## src/common/mmd_pkg.sv

```systemverilog
// package for the memory map decoder: address map, region codes, port layout
// assumes 14-bit cpu addresses and 8-bit data
package mmd_pkg;
  localparam int MMD_AW = 14;
  localparam int MMD_DW = 8;
  localparam int MMD_RAM_BYTES = 176;
  localparam int MMD_RAM_AW = 8;
  localparam logic [13:0] MMD_IO_LO = 14'h0000;
  localparam logic [13:0] MMD_IO_HI = 14'h001f;
  localparam logic [13:0] MMD_PZ_LO = 14'h0020;
  localparam logic [13:0] MMD_PZ_HI = 14'h004f;
  localparam logic [13:0] MMD_RAM_LO = 14'h0050;
  localparam logic [13:0] MMD_RAM_HI = 14'h00ff;
  localparam logic [13:0] MMD_ROM_LO = 14'h1000;
  localparam logic [13:0] MMD_ROM_HI = 14'h3eff;
  localparam logic [13:0] MMD_SC_LO = 14'h3f00;
  localparam logic [13:0] MMD_SC_HI = 14'h3fef;
  localparam logic [13:0] MMD_VEC_LO = 14'h3ff0;
  localparam logic [13:0] MMD_VEC_HI = 14'h3fff;
  localparam logic [13:0] MMD_VUSED_LO = 14'h3ff4;
  localparam logic [13:0] MMD_STK_TOP = 14'h00ff;
  localparam logic [13:0] MMD_STK_BOT = 14'h00c0;
  localparam logic [5:0] MMD_SP_RESET = 6'h3f;
  localparam logic [13:0] MMD_DDR_LO = 14'h0004;
  localparam logic [13:0] MMD_PORTD_ADDR = 14'h0003;
  localparam logic [7:0] MMD_PORTD_MASK = 8'hbf;
  localparam logic [7:0] MMD_DDR_RESET = 8'h00;

  typedef enum logic [2:0] {
    MMD_SEL_NONE = 3'b000,
    MMD_SEL_IO = 3'b001,
    MMD_SEL_PZROM = 3'b010,
    MMD_SEL_RAM = 3'b011,
    MMD_SEL_ROM = 3'b100,
    MMD_SEL_SCROM = 3'b101,
    MMD_SEL_VEC = 3'b110
  } mmd_sel_t;

  typedef struct packed {
    logic irq_level; // 1: edge and level
    logic clk_rc; // 1: rc clocking
    logic watchdog_option; // 1: watchdog enabled
    logic stop_en; // 1: stop instruction enabled
  } mmd_opt_t;

  typedef struct packed {
    logic [13:0] addr;
    logic rd;
    logic wr;
    logic [7:0] wdata;
  } mmd_bus_t;
endpackage

```

## src/hw/mmd_ram.sv

```systemverilog
// user ram, registered read data
// assumes one access per cycle from the decoder
`timescale 1ns/100ps
`default_nettype none
module mmd_ram
  import mmd_pkg::*;
#(
  parameter int DEPTH = MMD_RAM_BYTES,
  parameter int AW = MMD_RAM_AW
)
(
  input wire logic ref_clk,
  input wire logic we,
  input wire logic [AW-1:0] addr,
  input wire logic [7:0] wdata,
  output logic [7:0] rdata
);
  if (DEPTH < 1 || DEPTH > (1 << AW))
  begin : g_depth_check
    $error("ram depth exceeds address width");
  end
  logic [7:0] mem [DEPTH];
  always_ff @(posedge ref_clk)
  begin
    if (we && 32'(addr) < DEPTH)
    begin
      mem[addr] <= wdata;
    end
    rdata <= (32'(addr) < DEPTH) ? mem[addr] : 8'h00;
  end
endmodule // mmd_ram
`default_nettype wire

```

## src/hw/mmd_top.sv

```systemverilog
// memory map decoder: region select, ram, port direction and options
// assumes the cpu core drives a synchronous bus at ref_clk
`timescale 1ns/100ps
`default_nettype none
module mmd_top
  import mmd_pkg::*;
#(
  parameter logic [7:0] PULLUP_IRQ_OPTION = 8'h00,
  parameter mmd_opt_t FIXED_OPTIONS = 4'h0
)
(
  input wire logic ref_clk,
  input wire logic sys_rst,
  input wire logic reset_n,
  input wire logic oscillator_input,
  input wire mmd_bus_t cpu_bus,
  input wire logic sp_push,
  input wire logic sp_pop,
  input wire logic [7:0] first_bidir_port_in,
  input wire logic [7:0] second_bidir_port_in,
  input wire logic [7:0] third_bidir_port_in,
  input wire logic [7:0] input_only_port,
  output logic [2:0] region_sel,
  output logic rom_sel,
  output logic vector_hit,
  output logic [7:0] rdata,
  output logic rdata_valid,
  output logic [13:0] stack_addr,
  output logic bus_clk,
  output logic [7:0] first_bidir_port_out,
  output logic [7:0] first_bidir_port_oe,
  output logic [7:0] second_bidir_port_out,
  output logic [7:0] second_bidir_port_oe,
  output logic [7:0] third_bidir_port_out,
  output logic [7:0] third_bidir_port_oe,
  output logic [7:0] second_port_pullup_en,
  output logic [7:0] second_port_irq_en,
  output logic [1:0] async_serial_iface_pins,
  output logic [3:0] spi_pins,
  output logic input_only_line_seven,
  output mmd_opt_t options
);
  function automatic mmd_sel_t decode(input logic [13:0] a);
    if (a <= MMD_IO_HI) return MMD_SEL_IO;
    if (a >= MMD_PZ_LO && a <= MMD_PZ_HI) return MMD_SEL_PZROM;
    if (a >= MMD_RAM_LO && a <= MMD_RAM_HI) return MMD_SEL_RAM;
    if (a >= MMD_ROM_LO && a <= MMD_ROM_HI) return MMD_SEL_ROM;
    if (a >= MMD_SC_LO && a <= MMD_SC_HI) return MMD_SEL_SCROM;
    if (a >= MMD_VEC_LO) return MMD_SEL_VEC;
    return MMD_SEL_NONE;
  endfunction

  logic rst;
  mmd_sel_t sel;
  logic [7:0] ddr [3];
  logic [7:0] dat [3];
  logic [7:0] next_ddr [3];
  logic [7:0] next_dat [3];
  logic [5:0] sp;
  logic [5:0] next_sp;
  logic clk_div;
  logic next_clk_div;
  logic osc_prev;
  logic osc_edge;
  logic ram_we;
  logic [7:0] ram_rdata;
  logic [13:0] ram_off;
  logic read_done;
  logic next_read_done;
  logic ram_read;
  logic next_ram_read;
  logic [7:0] io_rdata;
  logic [7:0] next_io_rdata;

  assign rst = sys_rst | ~reset_n;
  assign sel = decode(cpu_bus.addr);
  assign region_sel = sel;
  assign rom_sel = (sel == MMD_SEL_PZROM) || (sel == MMD_SEL_ROM) || (sel == MMD_SEL_VEC);
  assign vector_hit = (sel == MMD_SEL_VEC) && (cpu_bus.addr >= MMD_VUSED_LO);

  io_select_a: assert property (@(posedge ref_clk) disable iff (rst)
    (cpu_bus.addr <= MMD_IO_HI) |-> sel == MMD_SEL_IO && !rom_sel)
    else $error("io block not selected");
  ram_select_a: assert property (@(posedge ref_clk) disable iff (rst)
    (cpu_bus.addr >= MMD_RAM_LO && cpu_bus.addr <= MMD_RAM_HI) |-> sel == MMD_SEL_RAM && !rom_sel)
    else $error("user ram not selected");
  vec_select_a: assert property (@(posedge ref_clk) disable iff (rst)
    (cpu_bus.addr >= MMD_VEC_LO) |-> sel == MMD_SEL_VEC && rom_sel)
    else $error("vector region not selected");
  vec_used_a: assert property (@(posedge ref_clk) disable iff (rst)
    (cpu_bus.addr >= MMD_VUSED_LO) |-> vector_hit)
    else $error("used vector not flagged");
  gap_select_a: assert property (@(posedge ref_clk) disable iff (rst)
    (cpu_bus.addr > MMD_RAM_HI && cpu_bus.addr < MMD_ROM_LO) |-> sel == MMD_SEL_NONE && !rom_sel)
    else $error("unmapped address selected");

  // ram, writes only when selected
  assign ram_off = cpu_bus.addr - MMD_RAM_LO;
  assign ram_we = cpu_bus.wr && (sel == MMD_SEL_RAM);
  mmd_ram #(.DEPTH(MMD_RAM_BYTES), .AW(MMD_RAM_AW)) u_ram (
    .ref_clk(ref_clk),
    .we(ram_we),
    .addr(ram_off[7:0]),
    .wdata(cpu_bus.wdata),
    .rdata(ram_rdata)
  );

  // port data and direction registers
  always_comb
  begin
    next_io_rdata = 8'h00;
    next_read_done = cpu_bus.rd && (sel == MMD_SEL_RAM || sel == MMD_SEL_IO);
    next_ram_read = sel == MMD_SEL_RAM;
    for (int i = 0; i < 3; i++)
    begin
      next_ddr[i] = ddr[i];
      next_dat[i] = dat[i];
      if (cpu_bus.wr && cpu_bus.addr == MMD_IO_LO + 14'(i))
      begin
        next_dat[i] = cpu_bus.wdata;
      end
      if (cpu_bus.wr && cpu_bus.addr == MMD_DDR_LO + 14'(i))
      begin
        next_ddr[i] = cpu_bus.wdata;
      end
    end
    unique case (cpu_bus.addr)
      MMD_IO_LO: next_io_rdata = (ddr[0] & dat[0]) | (~ddr[0] & first_bidir_port_in);
      MMD_IO_LO + 14'h0001: next_io_rdata = (ddr[1] & dat[1]) | (~ddr[1] & second_bidir_port_in);
      MMD_IO_LO + 14'h0002: next_io_rdata = (ddr[2] & dat[2]) | (~ddr[2] & third_bidir_port_in);
      MMD_PORTD_ADDR: next_io_rdata = input_only_port & MMD_PORTD_MASK;
      MMD_DDR_LO: next_io_rdata = ddr[0];
      MMD_DDR_LO + 14'h0001: next_io_rdata = ddr[1];
      MMD_DDR_LO + 14'h0002: next_io_rdata = ddr[2];
      default: next_io_rdata = 8'h00;
    endcase
  end

  always_ff @(posedge ref_clk)
  begin
    if (rst)
    begin
      for (int i = 0; i < 3; i++)
      begin
        ddr[i] <= MMD_DDR_RESET;
        dat[i] <= 8'h00;
      end
      io_rdata <= 8'h00;
      read_done <= 1'b0;
      ram_read <= 1'b0;
    end
    else
    begin
      ddr <= next_ddr;
      dat <= next_dat;
      io_rdata <= next_io_rdata;
      read_done <= next_read_done;
      ram_read <= next_ram_read;
    end
  end

  assign rdata = ram_read ? ram_rdata : io_rdata;
  assign rdata_valid = read_done;

  read_valid_a: assert property (@(posedge ref_clk) disable iff (rst)
    cpu_bus.rd && (sel == MMD_SEL_RAM || sel == MMD_SEL_IO) |=> rdata_valid)
    else $error("read not answered");
  read_none_a: assert property (@(posedge ref_clk) disable iff (rst)
    cpu_bus.rd && sel == MMD_SEL_NONE |=> !rdata_valid)
    else $error("unmapped read answered");
  ddr_write_a: assert property (@(posedge ref_clk) disable iff (rst)
    cpu_bus.wr && cpu_bus.addr == MMD_DDR_LO |=> first_bidir_port_oe == $past(cpu_bus.wdata))
    else $error("direction write lost");
  port_read_a: assert property (@(posedge ref_clk) disable iff (rst)
    cpu_bus.rd && !cpu_bus.wr && cpu_bus.addr == MMD_IO_LO
    |=> rdata == (($past(first_bidir_port_oe) & $past(first_bidir_port_out))
    | (~$past(first_bidir_port_oe) & $past(first_bidir_port_in))))
    else $error("port read wrong");
  portd_read_a: assert property (@(posedge ref_clk) disable iff (rst)
    cpu_bus.rd && cpu_bus.addr == MMD_PORTD_ADDR |=> rdata == ($past(input_only_port) & MMD_PORTD_MASK))
    else $error("input-only port read wrong");

  assign first_bidir_port_out = dat[0];
  assign first_bidir_port_oe = ddr[0];
  assign second_bidir_port_out = dat[1];
  assign second_bidir_port_oe = ddr[1];
  assign third_bidir_port_out = dat[2];
  assign third_bidir_port_oe = ddr[2];
  assign second_port_pullup_en = PULLUP_IRQ_OPTION;
  assign second_port_irq_en = PULLUP_IRQ_OPTION;
  assign async_serial_iface_pins = input_only_port[1:0];
  assign spi_pins = input_only_port[5:2];
  assign input_only_line_seven = input_only_port[7];
  assign options = FIXED_OPTIONS;

  pullup_irq_a: assert property (@(posedge ref_clk) disable iff (rst)
    second_port_pullup_en == second_port_irq_en)
    else $error("pullup and interrupt enables differ");

  // stack pointer, six bits offset into 00C0..00FF
  always_comb
  begin
    next_sp = sp;
    if (sp_push && !sp_pop)
    begin
      next_sp = sp - 6'h01;
    end
    else if (sp_pop && !sp_push)
    begin
      next_sp = sp + 6'h01;
    end
  end

  always_ff @(posedge ref_clk)
  begin
    if (rst)
    begin
      sp <= MMD_SP_RESET;
    end
    else
    begin
      sp <= next_sp;
    end
  end

  assign stack_addr = MMD_STK_BOT | {8'h00, sp};

  sp_push_a: assert property (@(posedge ref_clk) disable iff (rst)
    sp_push && !sp_pop |=> sp == $past(sp) - 6'h01)
    else $error("push did not move stack down");
  sp_pop_a: assert property (@(posedge ref_clk) disable iff (rst)
    sp_pop && !sp_push |=> sp == $past(sp) + 6'h01)
    else $error("pop did not move stack up");
  sp_hold_a: assert property (@(posedge ref_clk) disable iff (rst)
    sp_push == sp_pop |=> $stable(sp))
    else $error("stack moved without a strobe");

  // bus clock toggles on each oscillator rising edge
  assign osc_edge = oscillator_input & ~osc_prev;
  always_comb
  begin
    next_clk_div = clk_div;
    if (osc_edge)
    begin
      next_clk_div = ~clk_div;
    end
  end

  always_ff @(posedge ref_clk)
  begin
    if (rst)
    begin
      osc_prev <= 1'b0;
      clk_div <= 1'b0;
    end
    else
    begin
      osc_prev <= oscillator_input;
      clk_div <= next_clk_div;
    end
  end

  assign bus_clk = clk_div;

  ram_unmapped_a: assert property (@(posedge ref_clk) disable iff (rst)
    (sel != MMD_SEL_RAM) |-> !ram_we) else $error("ram write outside ram");
  vec_unused_a: assert property (@(posedge ref_clk) disable iff (rst)
    (cpu_bus.addr < MMD_VUSED_LO) |-> !vector_hit) else $error("vector hit below 3ff4");
  pz_select_a: assert property (@(posedge ref_clk) disable iff (rst)
    (cpu_bus.addr >= MMD_PZ_LO && cpu_bus.addr <= MMD_PZ_HI) |-> sel == MMD_SEL_PZROM)
    else $error("page zero rom not selected");
  rom_select_a: assert property (@(posedge ref_clk) disable iff (rst)
    (cpu_bus.addr >= MMD_ROM_LO && cpu_bus.addr <= MMD_ROM_HI) |-> rom_sel && sel == MMD_SEL_ROM)
    else $error("main rom not selected");
  sc_select_a: assert property (@(posedge ref_clk) disable iff (rst)
    (cpu_bus.addr >= MMD_SC_LO && cpu_bus.addr <= MMD_SC_HI) |-> sel == MMD_SEL_SCROM)
    else $error("self-check rom not selected");
  stack_range_a: assert property (@(posedge ref_clk) disable iff (rst)
    stack_addr >= MMD_STK_BOT && stack_addr <= MMD_STK_TOP) else $error("stack out of range");
  ddr_reset_a: assert property (@(posedge ref_clk)
    $past(rst) |-> first_bidir_port_oe == 8'h00 && second_bidir_port_oe == 8'h00
    && third_bidir_port_oe == 8'h00) else $error("port not input after reset");
  sp_reset_a: assert property (@(posedge ref_clk)
    $past(rst) |-> stack_addr == MMD_STK_TOP) else $error("stack not at top after reset");
  bus_clk_a: assert property (@(posedge ref_clk) disable iff (rst)
    $past(osc_edge) && !$past(rst) |-> bus_clk != $past(bus_clk)) else $error("bus clock missed osc edge");
  bus_hold_a: assert property (@(posedge ref_clk) disable iff (rst)
    !$past(osc_edge) && !$past(rst) |-> $stable(bus_clk)) else $error("bus clock moved");
  portd_six_a: assert property (@(posedge ref_clk) disable iff (rst)
    $past(cpu_bus.addr == MMD_PORTD_ADDR) && !$past(rst) |-> !io_rdata[6])
    else $error("input-only line six read set");
endmodule // mmd_top
`default_nettype wire

```

## config.mk

```make
export PLATFORM = sky130hd
export DESIGN_NAME = mmd_top
export DESIGN_NICKNAME = d
export VERILOG_FILES = /design/src/common/mmd_pkg.sv /design/src/hw/mmd_ram.sv /design/src/hw/mmd_top.sv
export SDC_FILE = /design/constraint.sdc
export NUM_CORES = 2
export LEC_CHECK = 0
export ABC_AREA = 0
export ABC_CLOCK_PERIOD_IN_PS = 4000
export BUFFER_PORTS_ARGS = -buffer_cell sky130_fd_sc_hd__buf_2
export CORE_ASPECT_RATIO = 1.75
export CORE_UTILIZATION = 58
export CTS_BUF_LIST = sky130_fd_sc_hd__clkbuf_8
export DETAILED_ROUTE_END_ITERATION = 8
export PLACE_DENSITY = 0.82
export SYNTH_ARGS = -nofsm -noshare
export SYNTH_HDL_FRONTEND = slang
export SYNTH_SLANG_ARGS = --single-unit
```

## constraint.sdc

```tcl
create_clock -name ref_clk -period 4 [get_ports ref_clk]
set_clock_uncertainty 0.05 [all_clocks]
set_input_delay 0.8 -clock ref_clk [delete_from_list [all_inputs] [get_ports ref_clk]]
set_output_delay 0.8 -clock ref_clk [all_outputs]
set_load 0.1 [all_outputs]
```

==> impl_metrics.env <==
export IMPL_grt_usage_pct=31.31
export IMPL_finalInstanceArea_um2=66570
export IMPL_clk_path_buf_depth=3
export IMPL_dpl_hpwl_um=103400
export IMPL_fmax_ghz=0.2666
export IMPL_cap_violations=0
export IMPL_ys_warn_count=0
export IMPL_place_inst=4733
export IMPL_wl_per_cell_um=31.39
export IMPL_syn_to_final_growth_pct=12.93
export IMPL_routed_wl_um=159400
export IMPL_final_nets=3668
export IMPL_cts_clk_slew_worst_paths_ns=0.07
export IMPL_layout_drive_gt1_share_pct=27.92
export IMPL_startpoint_type="input pin"
export IMPL_antenna_found_initial=11
export IMPL_drt_iter0_markers=4505
export IMPL_syn_area_per_cell_um2=18.89
export IMPL_tritoncts="yes"
export IMPL_status="complete, no violations"
export IMPL_ys_flop_type="edfxtp_1"
export IMPL_grt_pass1_vias=33830
export IMPL_cts_root_buffer="clkbuf_8"
export IMPL_viasPerCell=6.587
export IMPL_post_dp_cell_area_um2=62920
export IMPL_cts_made_buffers=186
export IMPL_peakVddDrop_v=0.0003144
export IMPL_crit_family="simple AND/OR/NAND/NOR gates"
export IMPL_syn_inst=3121
export IMPL_ys_seq_area_share_pct=74.24
export IMPL_core_area_um2=100800
export IMPL_die_w_um=243.0
export IMPL_io_buffers=136
export IMPL_synth_area_um2=58950
export IMPL_fp_dieH_um=423.7
export IMPL_finalCriticalPeriod_ns=3.751
export IMPL_crit_chain="buf_2 > nor4_2 > buf_4 > nand2_1 > or2_2 > nor3_1 > nor3_2 > nor4_4 > buf_12"
export IMPL_slew_viol_final=0
export IMPL_grt_pass1_wl_um=226900
export IMPL_power_density_nw_per_um2=446.5
export IMPL_slowest_stage="nor3_1"
export IMPL_synth_seq_cells=1482
export IMPL_drcViolationCount=0
export IMPL_placementRows=154
export IMPL_holdWs_ns=0.07130
export IMPL_synth_edf_count=1408
export IMPL_post_place_ws_ns=0.07568
export IMPL_path_class="input pin to output pin"
export IMPL_hold_viol=0
export IMPL_finalCritPeriodShare_pct=93.78
export IMPL_pin_count=166
export IMPL_power_mw=29.72
export IMPL_leakagePower_nw=22.23
export IMPL_cts_htree_levels=4
export IMPL_async_flop_share_pct=0
export IMPL_finalWorstSetupSlack_ns=0.2489
export IMPL_rsz0062_at_grt="no"
export IMPL_slowest_delay_ns=0.37
export IMPL_cp_arrival_ns=2.90
export IMPL_setup_viol=0
export IMPL_max_slew_margin_pct=17.09
export IMPL_final_cell_count_no_fill=5077
export IMPL_start_util_pct=58.49
export IMPL_tightest_slew_ns=1.239
export IMPL_gr_total_overflow=0
export IMPL_hold_path_class="input pin to flop"
export IMPL_path_buf_inv=3
export IMPL_fill_cells=6179
export IMPL_drtAntennaViolNets=0
export IMPL_vias=33440
export IMPL_first_pass_iters=7
export IMPL_grt_max_degree=129
export IMPL_cp_required_ns=3.15
export IMPL_cts_sinks=1482
export IMPL_yosysUniqueCellTypes=75
export IMPL_cp_max_fo=3
export IMPL_end_kind="output pin"
export IMPL_gp_congestion=0.9916
export IMPL_dieArea_um2=103000
export IMPL_worstSkewPairLatency_ns=0.93
final cells by class:
type	count	area (µm²)	area share, %
multi-input cells	1421	13750	20.66
clock inverters	140	885.9	1.331
inverters	23	86.33	0.1297
diodes	5	12.51	0.01880
clock buffers	199	2739	4.115
repair buffers	481	3669	5.511
well taps	1326	1659	2.492
flip-flops and latches	1482	43760	65.74
stage by stage:
step / TNS, ns / utilization, %
final: 0 / 66.05
after global placement: 0 / 62.44
after CTS: 0 / 66.04
after global routing: 0 / 66.05
after detailed placement: 0 / 62.44
after floorplan: -0.3576 / -
worst reg2reg max path: stages (launching register included):
cell and delay, ns:
edfxtp_1 0.40, mux4_2 0.49, mux2i_1 0.40, nor2_1 0.09, a2111oi_0 0.56, buf_4 0.23
o21ai_0 0.11, nand3_1 0.14, a41oi_1 0.13
sequential cells by signal, summed over array words and instances, names as in the netlist:
| signal | cells |
|---|---|
| bus_clk | 1 |
| first_bidir_port_oe | 8 |
| first_bidir_port_out | 8 |
| io_rdata | 8 |
| osc_prev | 1 |
| ram_read | 1 |
| rdata_valid | 1 |
| second_bidir_port_oe | 8 |
| second_bidir_port_out | 8 |
| sp | 6 |
| third_bidir_port_oe | 8 |
| third_bidir_port_out | 8 |
| u_ram.mem | 1408 |
| u_ram.rdata | 8 |
placed cells by master (no fill, tap or decap), types with 9 or more instances in the layout:
cell / count
clkbuf_8: 199
clkinv_2: 21
mux2i_1: 153
a221oi_1: 16
mux2_2: 24
o21ai_0: 22
o22ai_1: 20
inv_1: 77
a32oi_1: 10
conb_1: 28
nand4_1: 14
a21oi_1: 115
buf_2: 120
o211ai_1: 9
bufinv_16: 11
dfxtp_1: 74
nor2_1: 214
nor2b_1: 9
buf_12: 25
nand3_1: 55
a31oi_1: 12
mux4_2: 271
clkinv_1: 41
ha_1: 10
a22oi_1: 34
buf_4: 326
nor3_1: 11
o221ai_1: 35
edfxtp_1: 1408
nand2_1: 201
mux4_1: 28
and3_1: 9
a211oi_1: 17
cells by family after synthesis:
logic type / after synthesis / share of synthesized area [%]
compound gates: 338 / 3.912
xor+xnor: 8 / 0.1189
fa+ha+maj: 11 / 0.2462
buf+inv: 244 / 2.702
flops: 1482 / 74.24
mux: 476 / 14.66
other cells: 2 / 0.01274
simple gates: 560 / 4.107
path summary, 6_finish.rpt:
| check | startpoint | to | slack, ns | cells past startpoint |
|---|---|---|---|---|
| worst min-delay path | oscillator_input | osc_prev | 0.07 | 2 |
| worst min register to register | third_bidir_port_oe[4] | third_bidir_port_oe[4] | 0.42 | 2 |
| worst max-delay path | cpu_bus[21] | vector_hit | 0.25 | 9 |
| worst max register to register | u_ram.mem[10][3] | u_ram.rdata[3] | 1.29 | 8 |
cells in the mapped netlist, drive strengths merged, types with 10 or more instances:
master / instances / area, µm²
edfxtp: 1408 / 42280
a31oi: 12 / 75.07
a221oi: 16 / 140.1
ha: 10 / 125.1
a2111oi: 10 / 102.6
buf: 147 / 1186
a22oi: 34 / 255.2
mux4: 299 / 6839
nor3: 13 / 76.33
dfxtp: 74 / 1481
nand3: 55 / 275.3
clkbuf: 74 / 320.3
nand2: 201 / 754.5
inv: 23 / 86.34
a32oi: 10 / 87.58
o22ai: 20 / 125.1
nor2b: 11 / 68.82
o221ai: 35 / 306.5
nor2: 218 / 823.3
a211oi: 17 / 127.6
nand4: 14 / 87.58
mux2: 24 / 270.3
a21oi: 116 / 580.6
mux2i: 153 / 1531
o21ai: 23 / 115.1
where the power goes:
group | internal [mW] | total (mW) | leakage [nW] | switching (mW)
registers | 17.0 | 17.0 | 13.2 | 0.0276
clock network | 5.31 | 10.7 | 2.06 | 5.42
logic | 0.620 | 1.98 | 6.92 | 1.36
per-layer routing:
layer,vias up,track usage (%),part of all wire [%],wire [µm]
met5,-,0,0.045,71
met4,12,25.15,9.4,14990
met3,674,7.742,10,16290
met2,2502,52.30,50,79730
met1,16710,33.93,30,48270
li1,13550,-,-,-
what timing repair did:
| action | in CTS | in global routing |
|---|---|---|
| buffers inserted | 0 | 0 |
| gates resized for setup | 0 | 1 |
| setup endpoints to repair | 0 | 3 |
| hold buffers | 0 | 0 |
(Power assumes the default switching activity.)
